### config.mk
export PLATFORM = sky130hd
export DESIGN_NAME = gpib_instrument_port
export DESIGN_NICKNAME = d
export VERILOG_FILES = /design/src/common/gpib_port_pkg.sv /design/src/gpib_instrument_port.sv /design/src/gpib_source_handshake.sv
export VERILOG_INCLUDE_DIRS = /design/src /design/src/common
export SDC_FILE = /design/constraint.sdc
export NUM_CORES = 1
export LEC_CHECK = 0
export CORE_AREA = 2 2 72 74
export CTS_CLUSTER_DIAMETER = 200
export DETAILED_ROUTE_END_ITERATION = 7
export DIE_AREA = 0 0 74 76
export DONT_BUFFER_PORTS = 1
export PLACE_DENSITY = 0.83
export SYNTH_ARGS = -nofsm -noshare
export SYNTH_HDL_FRONTEND = slang
export SYNTH_SLANG_ARGS = --single-unit
### constraint.sdc
create_clock -name CLK_I -period 2.35 [get_ports CLK_I]
set_clock_uncertainty 0.05 [all_clocks]
set_input_delay 0.235 -clock CLK_I [delete_from_list [all_inputs] [get_ports CLK_I]]
set_output_delay 0.235 -clock CLK_I [all_outputs]
set_load 0.1 [all_outputs]
### src/common/gpib_port_defines.svh
`ifndef GPIB_PORT_DEFINES_SVH
`define GPIB_PORT_DEFINES_SVH

// ----------------------------------------------------------------------------
// Timing
// ----------------------------------------------------------------------------
`define CLK_PERIOD_NS 20
`define SETTLE_NS 2000
// A least time, so it rounds up to whole cycles.
`define SETTLE_CYCLES ((`SETTLE_NS + `CLK_PERIOD_NS - 1) / `CLK_PERIOD_NS)
`define SETTLE_CNT_W 8

// ----------------------------------------------------------------------------
// Multiline interface messages, seven bits, true logic
// ----------------------------------------------------------------------------
`define CMD_GTL 7'h01
`define CMD_SDC 7'h04
`define CMD_PPC 7'h05
`define CMD_GET 7'h08
`define CMD_LLO 7'h11
`define CMD_DCL 7'h14
`define CMD_PPU 7'h15
`define CMD_SPE 7'h18
`define CMD_SPD 7'h19
`define CMD_UNL 7'h3f
`define CMD_UNT 7'h5f

// ----------------------------------------------------------------------------
// Address byte layout
// ----------------------------------------------------------------------------
`define GRP_MSB 6
`define GRP_LSB 5
`define ADDR_MSB 4
`define ADDR_LSB 0
`define GRP_LISTEN 2'h1
`define GRP_TALK 2'h2
`define GRP_SECONDARY 2'h3

// ----------------------------------------------------------------------------
// Status byte and reset values
// ----------------------------------------------------------------------------
`define STB_RQS_BIT 6
`define BYTE_RESET 8'h00

`endif

### src/common/gpib_port_pkg.sv
package gpib_port_pkg;

    // Acceptor handshake states, Gray coded except the step from wait back to ready.
    typedef enum logic [1:0] {
        A_IDLE   = 2'h0,
        A_READY  = 2'h1,
        A_ACCEPT = 2'h3,
        A_WAIT   = 2'h2
    } acc_state_t;

    // Source handshake states, Gray coded along the byte cycle.
    typedef enum logic [1:0] {
        S_IDLE    = 2'h0,
        S_SETTLE  = 2'h1,
        S_VALID   = 2'h3,
        S_RELEASE = 2'h2
    } src_state_t;

endpackage

### src/gpib_instrument_port.sv
`timescale 1ns/10ps
`include "gpib_port_defines.svh"

// What this block does
// - Controller's own addresses count as another device's.
// - Data is sourced only while addressed to talk.
// - Data is accepted only while addressed to listen.
// - Outgoing bytes use the source handshake.
// - Incoming bytes use the acceptor handshake.
// - Service request line can be asserted; status byte answers a serial poll.
// - Remote and local state follows remote enable, go-to-local and local lockout.
// - Universal clear, or selected clear while listening, clears the device.
// - Trigger command starts a reading while listening, or as the first command byte of an attention period.
// - No parallel poll; data lines are never driven for an identify.
// - Attention, interface clear and remote enable are inputs only.
// - Only primary addresses are decoded; secondary address bytes are ignored.
// - Any listen address unaddresses the talker; any talk address the listener.
// - Interface clear idles talker and listener and abandons a byte in flight; a service request stays.
module gpib_instrument_port (
    input wire logic CLK_I,
    input wire logic RST_B_I,
    // Bus lines, electrical level (low means true).
    input wire logic [7:0] DIO_I,
    output logic [7:0] DIO_O,
    output logic [7:0] DIO_OE_O,
    input wire logic DAV_I,
    output logic DAV_O,
    output logic DAV_OE_O,
    input wire logic NRFD_I,
    output logic NRFD_O,
    output logic NRFD_OE_O,
    input wire logic NDAC_I,
    output logic NDAC_O,
    output logic NDAC_OE_O,
    input wire logic EOI_I,
    output logic EOI_O,
    output logic EOI_OE_O,
    input wire logic SRQ_I,
    output logic SRQ_O,
    output logic SRQ_OE_O,
    input wire logic ATN_I,
    input wire logic IFC_I,
    input wire logic REN_I,
    // Instrument side.
    input wire logic [4:0] ADDR_I,
    input wire logic [7:0] TX_DATA_I,
    input wire logic TX_VALID_I,
    input wire logic TX_END_I,
    output logic TX_TAKEN_O,
    output logic [7:0] RX_DATA_O,
    output logic RX_VALID_O,
    output logic RX_END_O,
    input wire logic [7:0] STATUS_I,
    input wire logic SRQ_REQ_I,
    output logic TALK_O,
    output logic LISTEN_O,
    output logic SPOLL_O,
    output logic REMOTE_O,
    output logic LOCKOUT_O,
    output logic TRIGGER_O,
    output logic DEV_CLEAR_O,
    output logic IFC_CLEAR_O
);
    import gpib_port_pkg::*;

    // ------------------------------------------------------------------------
    // Reset release
    // ------------------------------------------------------------------------
    logic rst_meta_q;
    logic rst_n;

    always_ff @(posedge CLK_I or negedge RST_B_I) begin
        if (!RST_B_I) begin
            rst_meta_q <= 1'b0;
            rst_n <= 1'b0;
        end else begin
            rst_meta_q <= 1'b1;
            rst_n <= rst_meta_q;
        end
    end

    // ------------------------------------------------------------------------
    // Bus messages in true logic
    // ------------------------------------------------------------------------
    // Attention, clear and remote enable are only ever sampled here.
    logic atn;
    logic ifc;
    logic ren;
    logic dav_in;
    assign atn = !ATN_I;
    assign ifc = !IFC_I;
    assign ren = !REN_I;
    assign dav_in = !DAV_I;

    // Open-drain lines: the level is always low, only the enable moves.
    logic line_low_q;
    always_ff @(posedge CLK_I or negedge rst_n) begin
        if (!rst_n) begin
            line_low_q <= 1'b0;
        end else begin
            line_low_q <= 1'b0;
        end
    end
    assign DIO_O = {8{line_low_q}};
    assign DAV_O = line_low_q;
    assign NRFD_O = line_low_q;
    assign NDAC_O = line_low_q;
    assign EOI_O = line_low_q;
    assign SRQ_O = line_low_q;

    // ------------------------------------------------------------------------
    // Acceptor handshake
    // ------------------------------------------------------------------------
    acc_state_t acc_q;
    logic nrfd_drv_q;
    logic ndac_drv_q;
    logic [7:0] cap_q;
    logic cap_atn_q;
    logic cap_eoi_q;
    logic listen_q;
    logic acc_active;

    // Every device must take part in command bytes, listeners in data bytes.
    assign acc_active = atn || listen_q;

    always_ff @(posedge CLK_I or negedge rst_n) begin
        if (!rst_n) begin
            acc_q <= A_IDLE;
            nrfd_drv_q <= 1'b0;
            ndac_drv_q <= 1'b0;
            cap_q <= `BYTE_RESET;
            cap_atn_q <= 1'b0;
            cap_eoi_q <= 1'b0;
        end else begin
            case (acc_q)
                A_IDLE: begin
                    nrfd_drv_q <= 1'b0;
                    ndac_drv_q <= 1'b0;
                    if (acc_active) begin
                        ndac_drv_q <= 1'b1;
                        acc_q <= A_READY;
                    end
                end
                A_READY: begin
                    if (!acc_active) begin
                        ndac_drv_q <= 1'b0;
                        acc_q <= A_IDLE;
                    end else if (dav_in) begin
                        cap_q <= ~DIO_I;
                        cap_atn_q <= atn;
                        cap_eoi_q <= !EOI_I;
                        nrfd_drv_q <= 1'b1;
                        acc_q <= A_ACCEPT;
                    end
                end
                A_ACCEPT: begin
                    ndac_drv_q <= 1'b0;
                    acc_q <= A_WAIT;
                end
                default: begin
                    // Hold not-ready until the source drops data valid, so a
                    // byte can never be taken twice.
                    if (!dav_in) begin
                        nrfd_drv_q <= 1'b0;
                        ndac_drv_q <= 1'b1;
                        acc_q <= A_READY;
                    end
                end
            endcase
        end
    end
    assign NRFD_OE_O = nrfd_drv_q;
    assign NDAC_OE_O = ndac_drv_q;

    // ------------------------------------------------------------------------
    // Byte decode
    // ------------------------------------------------------------------------
    logic cmd_stb;
    logic dat_stb;
    logic [6:0] msg;
    logic [1:0] grp;
    logic own_addr;
    logic is_lag;
    logic is_tag;
    logic my_lag;
    logic my_tag;
    logic first_cmd_q;

    assign cmd_stb = (acc_q == A_ACCEPT) && cap_atn_q;
    assign dat_stb = (acc_q == A_ACCEPT) && !cap_atn_q && listen_q;
    assign msg = cap_q[6:0];
    assign grp = msg[`GRP_MSB:`GRP_LSB];
    // Secondary group bytes match neither group and so change nothing.
    assign is_lag = cmd_stb && (grp == `GRP_LISTEN) && (msg != `CMD_UNL);
    assign is_tag = cmd_stb && (grp == `GRP_TALK) && (msg != `CMD_UNT);
    // Other addresses, the controller's too, only unaddress.
    assign own_addr = (msg[`ADDR_MSB:`ADDR_LSB] == ADDR_I);
    assign my_lag = is_lag && own_addr;
    assign my_tag = is_tag && own_addr;

    // Set until the first command byte of an attention period.
    always_ff @(posedge CLK_I or negedge rst_n) begin
        if (!rst_n) begin
            first_cmd_q <= 1'b1;
        end else if (!atn) begin
            first_cmd_q <= 1'b1;
        end else if (cmd_stb) begin
            first_cmd_q <= 1'b0;
        end
    end

    // ------------------------------------------------------------------------
    // Talker and listener addressing
    // ------------------------------------------------------------------------
    logic talk_q;
    logic spoll_q;

    always_ff @(posedge CLK_I or negedge rst_n) begin
        if (!rst_n) begin
            listen_q <= 1'b0;
        end else if (ifc) begin
            listen_q <= 1'b0;
        end else if (my_lag) begin
            listen_q <= 1'b1;
        end else if ((cmd_stb && msg == `CMD_UNL) || is_tag) begin
            listen_q <= 1'b0;
        end
    end

    always_ff @(posedge CLK_I or negedge rst_n) begin
        if (!rst_n) begin
            talk_q <= 1'b0;
        end else if (ifc) begin
            talk_q <= 1'b0;
        end else if (my_tag) begin
            talk_q <= 1'b1;
        end else if ((cmd_stb && msg == `CMD_UNT) || is_lag) begin
            talk_q <= 1'b0;
        end
    end

    always_ff @(posedge CLK_I or negedge rst_n) begin
        if (!rst_n) begin
            spoll_q <= 1'b0;
        end else if (ifc) begin
            spoll_q <= 1'b0;
        end else if (cmd_stb && msg == `CMD_SPE) begin
            spoll_q <= 1'b1;
        end else if (cmd_stb && msg == `CMD_SPD) begin
            spoll_q <= 1'b0;
        end
    end

    // ------------------------------------------------------------------------
    // Remote and local
    // ------------------------------------------------------------------------
    logic remote_q;
    logic lockout_q;

    always_ff @(posedge CLK_I or negedge rst_n) begin
        if (!rst_n) begin
            remote_q <= 1'b0;
        end else if (!ren) begin
            remote_q <= 1'b0;
        end else if (my_lag) begin
            remote_q <= 1'b1;
        end else if (cmd_stb && msg == `CMD_GTL && listen_q) begin
            remote_q <= 1'b0;
        end
    end

    always_ff @(posedge CLK_I or negedge rst_n) begin
        if (!rst_n) begin
            lockout_q <= 1'b0;
        end else if (!ren) begin
            lockout_q <= 1'b0;
        end else if (cmd_stb && msg == `CMD_LLO) begin
            lockout_q <= 1'b1;
        end
    end

    // ------------------------------------------------------------------------
    // Clear, trigger and received data
    // ------------------------------------------------------------------------
    logic ifc_q;
    logic trigger_q;
    logic dev_clear_q;
    logic ifc_clear_q;
    logic [7:0] rx_data_q;
    logic rx_valid_q;
    logic rx_end_q;

    // Parallel poll commands fall through with no effect.
    always_ff @(posedge CLK_I or negedge rst_n) begin
        if (!rst_n) begin
            ifc_q <= 1'b0;
            trigger_q <= 1'b0;
            dev_clear_q <= 1'b0;
            ifc_clear_q <= 1'b0;
        end else begin
            ifc_q <= ifc;
            ifc_clear_q <= ifc && !ifc_q;
            trigger_q <= cmd_stb && (msg == `CMD_GET)
                && (listen_q || first_cmd_q);
            dev_clear_q <= cmd_stb && ((msg == `CMD_DCL)
                || (msg == `CMD_SDC && listen_q));
        end
    end

    always_ff @(posedge CLK_I or negedge rst_n) begin
        if (!rst_n) begin
            rx_data_q <= `BYTE_RESET;
            rx_valid_q <= 1'b0;
            rx_end_q <= 1'b0;
        end else begin
            rx_valid_q <= dat_stb;
            if (dat_stb) begin
                rx_data_q <= cap_q;
                rx_end_q <= cap_eoi_q;
            end
        end
    end

    // ------------------------------------------------------------------------
    // Service request
    // ------------------------------------------------------------------------
    logic srq_req_q;
    logic rqs_q;
    logic src_done;

    // A new request in the cycle the poll ends wins.
    always_ff @(posedge CLK_I or negedge rst_n) begin
        if (!rst_n) begin
            srq_req_q <= 1'b0;
            rqs_q <= 1'b0;
        end else begin
            srq_req_q <= SRQ_REQ_I;
            if (SRQ_REQ_I && !srq_req_q) begin
                rqs_q <= 1'b1;
            end else if (src_done && spoll_q) begin
                rqs_q <= 1'b0;
            end
        end
    end
    assign SRQ_OE_O = rqs_q;

    // ------------------------------------------------------------------------
    // Talker data path
    // ------------------------------------------------------------------------
    logic src_enable;
    logic src_valid;
    logic [7:0] src_byte;
    logic tx_taken_q;

    // Attention cuts the source off, so nothing is ever driven onto the data
    // lines for an identify.
    assign src_enable = talk_q && !atn && !ifc;
    assign src_valid = spoll_q ? 1'b1 : TX_VALID_I;
    assign src_byte = spoll_q ? {STATUS_I[7], rqs_q, STATUS_I[5:0]} : TX_DATA_I;

    gpib_source_handshake u_source (
        .clk_i(CLK_I),
        .rst_ni(rst_n),
        .enable_i(src_enable),
        .valid_i(src_valid),
        .end_i(TX_END_I && !spoll_q),
        .data_i(src_byte),
        .rfd_i(NRFD_I),
        .dac_i(NDAC_I),
        .dav_o(DAV_OE_O),
        .eoi_o(EOI_OE_O),
        .dio_o(DIO_OE_O),
        .done_o(src_done)
    );

    always_ff @(posedge CLK_I or negedge rst_n) begin
        if (!rst_n) begin
            tx_taken_q <= 1'b0;
        end else begin
            tx_taken_q <= src_done && !spoll_q;
        end
    end

    // ------------------------------------------------------------------------
    // Instrument-side outputs
    // ------------------------------------------------------------------------
    assign TX_TAKEN_O = tx_taken_q;
    assign RX_DATA_O = rx_data_q;
    assign RX_VALID_O = rx_valid_q;
    assign RX_END_O = rx_end_q;
    assign TALK_O = talk_q;
    assign LISTEN_O = listen_q;
    assign SPOLL_O = spoll_q;
    assign REMOTE_O = remote_q;
    assign LOCKOUT_O = lockout_q;
    assign TRIGGER_O = trigger_q;
    assign DEV_CLEAR_O = dev_clear_q;
    assign IFC_CLEAR_O = ifc_clear_q;

endmodule

### src/gpib_source_handshake.sv
`timescale 1ns/10ps
`include "gpib_port_defines.svh"

module gpib_source_handshake (
    input wire logic clk_i,
    input wire logic rst_ni,
    input wire logic enable_i,
    input wire logic valid_i,
    input wire logic end_i,
    input wire logic [7:0] data_i,
    input wire logic rfd_i,
    input wire logic dac_i,
    output logic dav_o,
    output logic eoi_o,
    output logic [7:0] dio_o,
    output logic done_o
);
    import gpib_port_pkg::*;

    src_state_t state_q;
    logic [`SETTLE_CNT_W-1:0] cnt_q;

    // ------------------------------------------------------------------------
    // Byte cycle
    // ------------------------------------------------------------------------
    // Dropping the enable (attention asserted or talker unaddressed) lets the
    // lines go at once; a byte in flight is abandoned.
    always_ff @(posedge clk_i or negedge rst_ni) begin
        if (!rst_ni) begin
            state_q <= S_IDLE;
            cnt_q <= '0;
            dav_o <= 1'b0;
            eoi_o <= 1'b0;
            dio_o <= `BYTE_RESET;
            done_o <= 1'b0;
        end else if (!enable_i) begin
            state_q <= S_IDLE;
            dav_o <= 1'b0;
            eoi_o <= 1'b0;
            dio_o <= `BYTE_RESET;
            done_o <= 1'b0;
        end else begin
            done_o <= 1'b0;
            case (state_q)
                S_IDLE: begin
                    if (valid_i) begin
                        dio_o <= data_i;
                        eoi_o <= end_i;
                        cnt_q <= '0;
                        state_q <= S_SETTLE;
                    end
                end
                S_SETTLE: begin
                    if (cnt_q != `SETTLE_CNT_W'(`SETTLE_CYCLES - 1)) begin
                        cnt_q <= cnt_q + `SETTLE_CNT_W'(1);
                    end else if (rfd_i && !dac_i) begin
                        // Data has settled and every acceptor is ready.
                        dav_o <= 1'b1;
                        state_q <= S_VALID;
                    end
                end
                S_VALID: begin
                    if (dac_i) begin
                        dav_o <= 1'b0;
                        done_o <= 1'b1;
                        state_q <= S_RELEASE;
                    end
                end
                default: begin
                    dio_o <= `BYTE_RESET;
                    eoi_o <= 1'b0;
                    state_q <= S_IDLE;
                end
            endcase
        end
    end

endmodule

After elaboration in Yosys (flattened, before gate mapping)
Index checks and enable logic that the tools add are counted.
{ "totals": {"regBits": 60, "inputBits": 42, "output_inout_bits": 45, "elab_cells": 184} }
{ "op_classes": {"add_sub_neg": 1, "eq_ne": 35, "mux": 56, "bitwise": 3, "reduce_logical": 59} }
{ "ops": {"columns": ["op", "n"], "rows": [
  ["$mux W8", 5],
  ["$mux W1", 34],
  ["$pmux W8 S2", 2],
  ["$eq A7 B5 Y1 const B", 4],
  ["$logic_and A1 B1 Y1", 28],
  ["$mux W2", 9],
  ["$ne A3 B3 Y1 const B", 6],
  ["$reduce_and A4 Y1", 4],
  ["$ne A2 B2 Y1 const B", 6],
  ["$pmux W2 S3", 2],
  ["$ne A3 B1 Y1 const B", 3],
  ["$add A8 B1 Y8 const B", 1],
  ["$logic_not A1 Y1", 8],
  ["$ne A8 B7 Y1 const B", 1],
  ["$not A8 Y8", 1],
  ["$reduce_bool A2 Y1", 4],
  ["$eq A7 B1 Y1 const B", 1],
  ["$eq A7 B3 Y1 const B", 1],
  ["$eq A7 B4 Y1 const B", 1],
  ["$eq A7 B6 Y1 const B", 1],
  ["$eq A7 B7 Y1 const B", 1],
  ["$ne A7 B6 Y1 const B", 1],
  ["$ne A7 B7 Y1 const B", 1],
  ["$eq A2 B1 Y1 const B", 3],
  ["other kinds (13)", 26]
]} }

Depth between registers and ports, before layout
Gate-level depths: netlist of run 1.
{ "depth": {"depth_word": 8, "depth_mapped": 7, "depth_no_buf": 6} }

Hierarchy
A second synthesis of run 1 with hierarchy kept.
{ "hier_totals": {"hier_cells": 306, "hier_area_um2": 3010.4} }
{ "modules_own_cells": {"columns": ["mod", "instances", "cells_each", "area_per_inst_um2", "seq_area_each_um2"], "rows": [
  ["gpib_instrument_port", 1, 180, 1888.1, 977.2],
  ["gpib_source_handshake", 1, 126, 1122.3, 525.5]
]} }

Least setup slack after synthesis of run 1
OpenSTA, ideal clock, no wires.
{ "synth_path": {"path_type": "reg-to-reg", "start": "reg talk_q (netlist: TALK_O)", "end": "reg u_source.cnt_q[5]", "setup_ns": 0.119, "t_arrival_ns": 1.874, "required_ns": 2.181, "setup_slack_ns": 0.307, "stages_incl_launch_ff": 5, "n_path_buf": 1, "period_less_slack_ns": 2.043, "cell_sequence": "dfrtp_1 -> nand4b_1 -> or3_1 -> buf_6 -> and2_1"} }
{ "synth_via": {"elab_chain_cells": 3} }
{ "synth_lines": {"columns": ["item", "line", "text"], "rows": [
  ["from (decl)", "gpib_instrument_port.sv:215", "logic talk_q;"],
  ["from (signal assigned)", "gpib_instrument_port.sv:232", "talk_q <= 1'b0;"],
  ["from (signal assigned)", "gpib_instrument_port.sv:234", "talk_q <= 1'b0;"],
  ["from (signal assigned)", "gpib_instrument_port.sv:236", "talk_q <= 1'b1;"],
  ["$logic_and A1 B1 Y1 (2 in a row)", "gpib_instrument_port.sv:357", "assign src_enable = talk_q && !atn && !ifc;"],
  ["$reduce_and A4 Y1 (no line)", null, null],
  ["to (signal assigned)", "gpib_source_handshake.sv:55", "cnt_q <= cnt_q + `SETTLE_CNT_W'(1);"],
  ["to (decl)", "gpib_source_handshake.sv:21", "logic [`SETTLE_CNT_W-1:0] cnt_q;"]
]} }
No other way between the ends.
A chain may end at the register's enable or synchronous reset.

Worst setup path in the final report of run 1
{ "layout_path": {"start": "reg acc_q[1]", "end": "reg cap_q[0]"} }
{ "layout_via": {"elab_chain_cells": 2} }
{ "layout_lines": {"columns": ["item", "line", "text"], "rows": [
  ["from (decl)", "gpib_instrument_port.sv:114", "acc_state_t acc_q;"],
  ["from (signal assigned)", "gpib_instrument_port.sv:128", "acc_q <= A_IDLE;"],
  ["from (signal assigned)", "gpib_instrument_port.sv:141", "acc_q <= A_READY;"],
  ["from (signal assigned)", "gpib_instrument_port.sv:147", "acc_q <= A_IDLE;"],
  ["$eq A2 B1 Y1", "gpib_instrument_port.sv:135", "case (acc_q)"],
  ["$reduce_and A3 Y1 (no line)", null, null],
  ["to (signal assigned)", "gpib_instrument_port.sv:131", "cap_q <= `BYTE_RESET;"],
  ["to (signal assigned)", "gpib_instrument_port.sv:149", "cap_q <= ~DIO_I;"],
  ["to (decl)", "gpib_instrument_port.sv:117", "logic [7:0] cap_q;"]
]} }
No other way between the ends.

==> results of run 1 <==
## power breakdown
group / internal, mW / switching, mW / leakage, nW
Combinational: 0.259 / 0.562 / 0.713
Sequential: 1.17 / 0.236 / 0.784
Clock: 0.620 / 0.387 / 0.113
Total: 2.05 / 1.18 / 1.61
## cell families after synthesis
kind of cell | Yosys count | share of synthesized area
AND/OR/NAND/NOR | 101 | 0.1874
flip-flops | 60 | 0.5070
AO/OA/AOI/OAI | 57 | 0.1414
buffers and inverters | 36 | 0.06711
multiplexers | 16 | 0.05699
XOR/XNOR | 7 | 0.02068
adder cells (fa/ha/maj) | 4 | 0.01689
other | 2 | 0.002534
## flip-flops by register name, summed over array words and instances (netlist names), 2 cells and up
register,flops
RX_DATA_O,8
u_source.cnt_q,8
acc_q,2
cap_q,8
u_source.dio_o,8
u_source.state_q,2
## cells in the mapped netlist (all sizes together), types with 3 or more instances
cell type,number,area (um^2)
clkbuf,6,23.77
nand2b,4,25.02
nor2b,5,31.28
nand3,7,35.03
and4b,3,30.03
nand2,36,135.1
nor2,15,58.81
nand4,5,37.53
nor3,5,30.03
inv,11,41.29
o2bb2ai,9,128.9
nand3b,3,22.52
ha,4,50.05
mux2,7,78.82
a21oi,8,40.04
xor2,7,61.31
o31ai,4,30.03
o21ai,22,110.1
dfrtp,59,1476
mux2i,9,90.09
buf,19,133.9
and2,6,40.04
## worst register-to-register path, delay by kind of cell, from the launching register on
kind | cells | cell delay [ns]
simple gates | 2 | 0.76
flops | 1 | 0.40
fa+ha+maj | 1 | 0.30
compound gates | 1 | 0.12
buf+inv | 1 | 0.09
## final cells by class
| cell class | instances | area, um^2 |
|---|---|---|
| timing repair buffer | 36 | 307.8 |
| sequential | 60 | 1504 |
| clock buffer | 11 | 141.4 |
| clock inverter | 5 | 75.07 |
| fill | 371 | 1448 |
| tap | 70 | 87.58 |
| inverter | 11 | 41.29 |
| multi-input combinational | 199 | 1308 |
## cells in the final DEF, fill, tap and decap left out, types with 4 or more instances in the layout
cell type,count
nand4_1,4
o31ai_1,4
inv_1,11
o21ai_0,16
nor2b_1,5
conb_1,14
o2bb2ai_2,8
nand2_1,36
clkbuf_8,10
o21ai_1,6
a21oi_1,8
xor2_1,7
nor3_1,4
ha_1,4
mux2i_1,9
nor2_1,14
dlygate4sd3_1,15
and2_1,5
nand2b_1,4
nand3_1,7
dfrtp_1,58
mux2_2,6
buf_4,21
## worst max-delay path by stage
stage / from / endpoint / slack, ns / depth (start not counted)
2_1_floorplan: TALK_O / u_source.cnt_q[5] / 0.31 / 4
3_3_place_gp: u_source.cnt_q[0] / u_source.state_q[1] / 0.65 / 5
3_5_place_dp: u_source.cnt_q[0] / u_source.state_q[1] / 0.59 / 5
4_1_cts: acc_q[1] / cap_atn_q / 0.54 / 5
5_1_grt: acc_q[1] / cap_q[0] / 0.29 / 5
6_report: acc_q[1] / cap_q[0] / 0.48 / 5
## per-stage QoR
step                      power (mW)  instance area [um^2]  utilization  hold WS, ns  std cells
after floorplan                2.064                  3009            -      -0.1106        295
after global placement         2.160                  3098       0.6307      -0.1105        361
after detailed placement       2.204                  3098       0.6307      -0.1105        361
after CTS                      3.245                  3465       0.7053     0.004665        392
after global routing           3.401                  3465       0.7053      0.02923        392
final                          3.239                  3465       0.7053     0.009386        392
## per-layer routing
metal / vias to the layer above / part of all wire / wire (um) / GRT usage
met5: - / 0 / 0 / 0
li1: 1036 / - / - / -
met1: 1051 / 0.41 / 2477 / 0.2765
met4: 0 / 0.017 / 105 / 0.07091
met2: 74 / 0.50 / 3049 / 0.3786
met3: 10 / 0.069 / 417 / 0.08598
## what timing repair did
action	in CTS	in global routing
hold buffers	15	0
endpoints found under the setup margin	0	0
endpoints found under the hold margin	21	0
==> reports/results.tsv, run 1 <==
metric	value	unit
clk_lat worst skew	0.34	ns
ratio of cells with drive above 1 in the final layout	0.1770	
CP Max Fanout	20	
FF-to-FF End	cap_q[0]	
largest net degree at the start of global routing	59	
RSZ-0062 raised after global routing	no	
Total GRT Usage	0.2298	
clk slew on worst S/H paths	0.06	ns
Seq/Total Area, Yosys	0.5070	
FF+latch count, synth	60	
first-pass GRT wire length	9942	um
worst setup margin	0.4838	ns
Buf+Inv Stages, Crit Path	1	
WL final	6050	um
Hold Path Cell Cnt	2	
slowest stage cell on the critical path	nand3b_1	
Yosys cell types	54	
port buffer count	0	
initial antenna violation count	0	
CTS tree	done	
max-capacitance violation count	0	
beginning of the worst hold path	IFC_I	
clk root buf	clkbuf_8	
Slew @ Worst Pin	0.9147	ns
fin crit share	0.7941	
RD Place Congestion	0.8166	
# DRC	0	
final setup TNS	0	ns
Final nets	363	
diode count	0	
Post-synth ARST share	1.000	
arrival time worst endpoint	2.01	ns
Netlist Area Pre-Place	2964	um^2
global route total overflow	0	
IO Pins	87	
DR vias/cell	5.538	
CTS Buffer Depth	2	
outcome	finished, final reports clean	
leak pwr	1.610	nW
Worst R2R Setup Slack	0.48	ns
die height	76	um
Final setup viols	0	
Slew Viols, Final	0	
Max Freq	535.9	MHz
Syn Inst Count	283	
normalized max-slew margin	0.3902	
DR vias	2171	
CTS Sinks	60	
critical path class	reg2reg	
DP Wirelength	4086	um
detailed-router iteration count before antenna repair	4	
DP Worst Slack	0.5926	ns
Period minus WS final	1.866	ns
crit-path leading delay family	simple AND/OR/NAND/NOR gates	
Starting DRT DRC Count	75	
H-tree depth	3	
Hold Violations, Final	0	
Cell Pwr Density	934.8	nW/um^2
Hold EP	TALK_O	
drt wl/cell	15.43	um
Die ar.	5624	um^2
Setup crit end kind	flop	
vias in the first global route	2151	
postcts setup bufs	0	
Worst EP required	2.49	ns
Die X-Extent	74	um
Hold WC Path Type	in2reg	
Top FF cell, synth	dfrtp_1	
Register-to-Register Path Depth	5	
crit start category	flop	
EDFF count, synth	0	
CTS resizes	0	
CORE AREA	4912	um^2
crit path cell chain	inv_1 > ha_1 > nand3b_1 > nand2_1 > o21ai_0	
Initial Util	0.6034	
Mean Syn Cell Area	10.47	um^2
peak supply drop	0.0006972	V
row count	26	
antenna-violating nets left	0	
Syn-to-layout area delta	16.88	%
Ys Warns	0	
number of CTS-inserted buffers	9	
reg-to-reg critical path startpoint	acc_q[1]	
critical path's largest stage delay	0.49	ns
(Power assumes the default switching activity.)
==> run 2: changes to the inputs <==
- clock period: 2.35 -> 1.8 ns (I/O delays scaled with it)
==> run 2 against run 1 <==
Net effect:
- sequential share of layout area decreased by 2.6 points
- flip-flop and latch count unchanged
- first-iteration DRC count increased by 61%
- setup slack got worse by 0.38 ns
- count of clock-buffer cells in the layout decreased by 1
- via count increased by 6.8%
- non-clock buffer count increased by 30
- design area increased by 6.8%
- maximum frequency increased by 10%
- largest power group unchanged
- largest cell class unchanged
- highest routed layer unchanged
==> reports/results.tsv, run 2 (synthesized netlist as in run 1, its figures left out) <==
metric	value	unit	change
outcome	finished, final reports clean		
commonest non-fill, non-tap cell in the layout	dfrtp_1		
Max Freq	590.9	MHz	+10%
CTS Sinks	60		unchanged
Critical Path Source	u_source.cnt_q[1]		
row count	26		unchanged
NetSw	1.563	mW	+32%
Final setup viols	0		unchanged
detailed-router iteration count before antenna repair	4		unchanged
Die X-Extent	74	um	unchanged
Syn-to-layout area delta	24.78	%	
Starting DRT DRC Count	121		+61%
Seq pwr share	0.426		-0.010
CTS Buffer Depth	2		unchanged
Slew Viols, Final	0		unchanged
DP Wirelength	4363	um	+6.8%
antenna-violating nets left	0		unchanged
largest net degree at the start of global routing	30		-49%
CTS tree	done		
CP Max Fanout	7		-65%
clk root buf	clkbuf_8		
ratio of cells with drive above 1 in the final layout	0.2386		+0.06162
final setup TNS	0	ns	unchanged
Final nets	393		+8.3%
Cell Pwr Density	1114	nW/um^2	+19%
drt wl/cell	15.40	um	-0.20%
reg-to-reg critical path startpoint	u_source.cnt_q[1]		
DR vias	2318		+6.8%
Hold WC Path Type	in2reg		
Setup crit end kind	flop		
arrival time worst endpoint	1.91	ns	-0.10 ns
leak pwr	1.742	nW	+8.2%
fin crit share	0.9402		+0.1461
RD Place Congestion	0.8324		+1.9%
Initial Util	0.6034		unchanged
slowest stage cell on the critical path	dfrtp_1		
first-pass GRT wire length	10940	um	+10%
Hold Violations, Final	0		unchanged
global route total overflow	0		unchanged
Die ar.	5624	um^2	unchanged
critical path class	reg2reg		
number of CTS-inserted buffers	9		unchanged
Core Util, Final	0.7529		+0.04763
initial antenna violation count	0		unchanged
crit start category	flop		
WL final	6500	um	+7.4%
clk_lat worst skew	0.34	ns	about the same
clock power share	0.279		-0.032
Sw Share	0.3795		+0.01361
diode count	0		unchanged
vias in the first global route	2397		+11%
# fillers	350		-5.7%
DR vias/cell	5.493		-0.82%
max-capacitance violation count	0		unchanged
CORE AREA	4912	um^2	unchanged
P_int	2.557	mW	+24%
Worst EP required	2.01	ns	-0.48 ns
IO Pins	87		unchanged
critical path's largest stage delay	0.42	ns	-0.07 ns
peak supply drop	0.0009815	V	+41%
beginning of the worst hold path	TX_DATA_I[3]		
port buffer count	0		unchanged
commonest non-fill, non-tap cells in the layout	dfrtp_1 (55), buf_4 (42), nand2_1 (36)		
Combinational Power Share	0.295		+0.042
Register-to-Register Path Depth	5		unchanged
Hold Path Cell Cnt	2		unchanged
clk slew on worst S/H paths	0.07	ns	about the same
# DRC	0		unchanged
Placed Cells incl. Taps	382		+5.8%
H-tree depth	3		unchanged
fin cells	422		+7.7%
crit path cell chain	ha_2 > nand2_1 > nand4bb_4 > or3b_1 > a21oi_1		
die height	76	um	unchanged
Period minus WS final	1.692	ns	-0.1737 ns
Total GRT Usage	0.2539		+0.02407
==> run 2: changes by cell type in the layout (fill, tap and decap cells not counted), sizes merged <==
| cell | previous run | this run |
|---|---|---|
| buf | 21 | 43 |
| bufinv | 2 | 1 |
| clkinv | 3 | 5 |
| dlygate4sd3 | 15 | 23 |
| clkbuf | 11 | 10 |
==> run 2: metal layers <==
layer  global-route usage  vias to the layer above  wire [um]
li1                     -                     1096          -
met1               0.3014                     1130       2642
met2               0.4214                       85       3348
met3              0.09392                        7        427
met4              0.08182                        0         82
met5                    0                        -          0
==> run 2: timing repair <==
item / 4_1_cts / 5_1_grt
hold buffers: 23 / 0
gates resized for setup: 0 / 2
buffers inserted: 0 / 1
endpoints found under the hold margin: 28 / 0
setup endpoints to repair: 0 / 2
==> run 2: power groups by stage <==
stage | Sequential [mW] | Clock (mW) | Combinational (mW)
2_1_floorplan | 1.98 | 0 | 0.714
3_3_place_gp | 1.76 | 0 | 1.10
3_5_place_dp | 1.77 | 0 | 1.14
4_1_cts | 1.75 | 1.17 | 1.19
5_1_grt | 1.79 | 1.23 | 1.33
6_report | 1.76 | 1.15 | 1.21
==> run 2: worst max-delay path: cells and delay by family (launching register included) <==
| family | cells | cell delay, ns |
|---|---|---|
| AND/OR/NAND/NOR | 3 | 0.77 |
| AO/OA/AOI/OAI | 1 | 0.15 |
| flip-flops | 1 | 0.42 |
| adder cells (fa/ha/maj) | 1 | 0.24 |
==> run 2: layout make-up <==
| type | instances | area [um^2] | share of cell area |
|---|---|---|---|
| Sequential cell | 60 | 1508 | 0.4076 |
| Multi-Input combinational cell | 199 | 1314 | 0.3552 |
| Timing Repair Buffer | 66 | 565.5 | 0.1529 |
| Clock buffer | 10 | 127.6 | 0.03451 |
| Tap cell | 70 | 87.58 | 0.02368 |
| Clock inverter | 6 | 55.05 | 0.01488 |
| Inverter | 11 | 41.29 | 0.01116 |
==> run 2: worst paths after layout <==
kind	to	slack, ns
min in group asynchronous	u_source.dio_o[7]	0.18
max	u_source.state_q[1]	0.11
min	u_source.dio_o[3]	0.01
max reg2reg	u_source.state_q[1]	0.11
max in group asynchronous	first_cmd_q	0.92
min reg2reg	u_source.dio_o[7]	0.18
==> run 2: per-stage QoR <==
| stage | cell area (um^2) | hold WS (ns) | total power [mW] | setup slack [ns] |
|---|---|---|---|---|
| 2_1_floorplan | 3014 | -0.1656 | 2.695 | 0.03915 |
| 3_3_place_gp | 3272 | -0.1655 | 2.864 | 0.1544 |
| 3_5_place_dp | 3272 | -0.1656 | 2.917 | 0.1087 |
| 4_1_cts | 3685 | 0.0009025 | 4.115 | 0.07962 |
| 5_1_grt | 3699 | 0.008930 | 4.349 | -0.01096 |
| 6_report | 3699 | 0.01322 | 4.120 | 0.1076 |
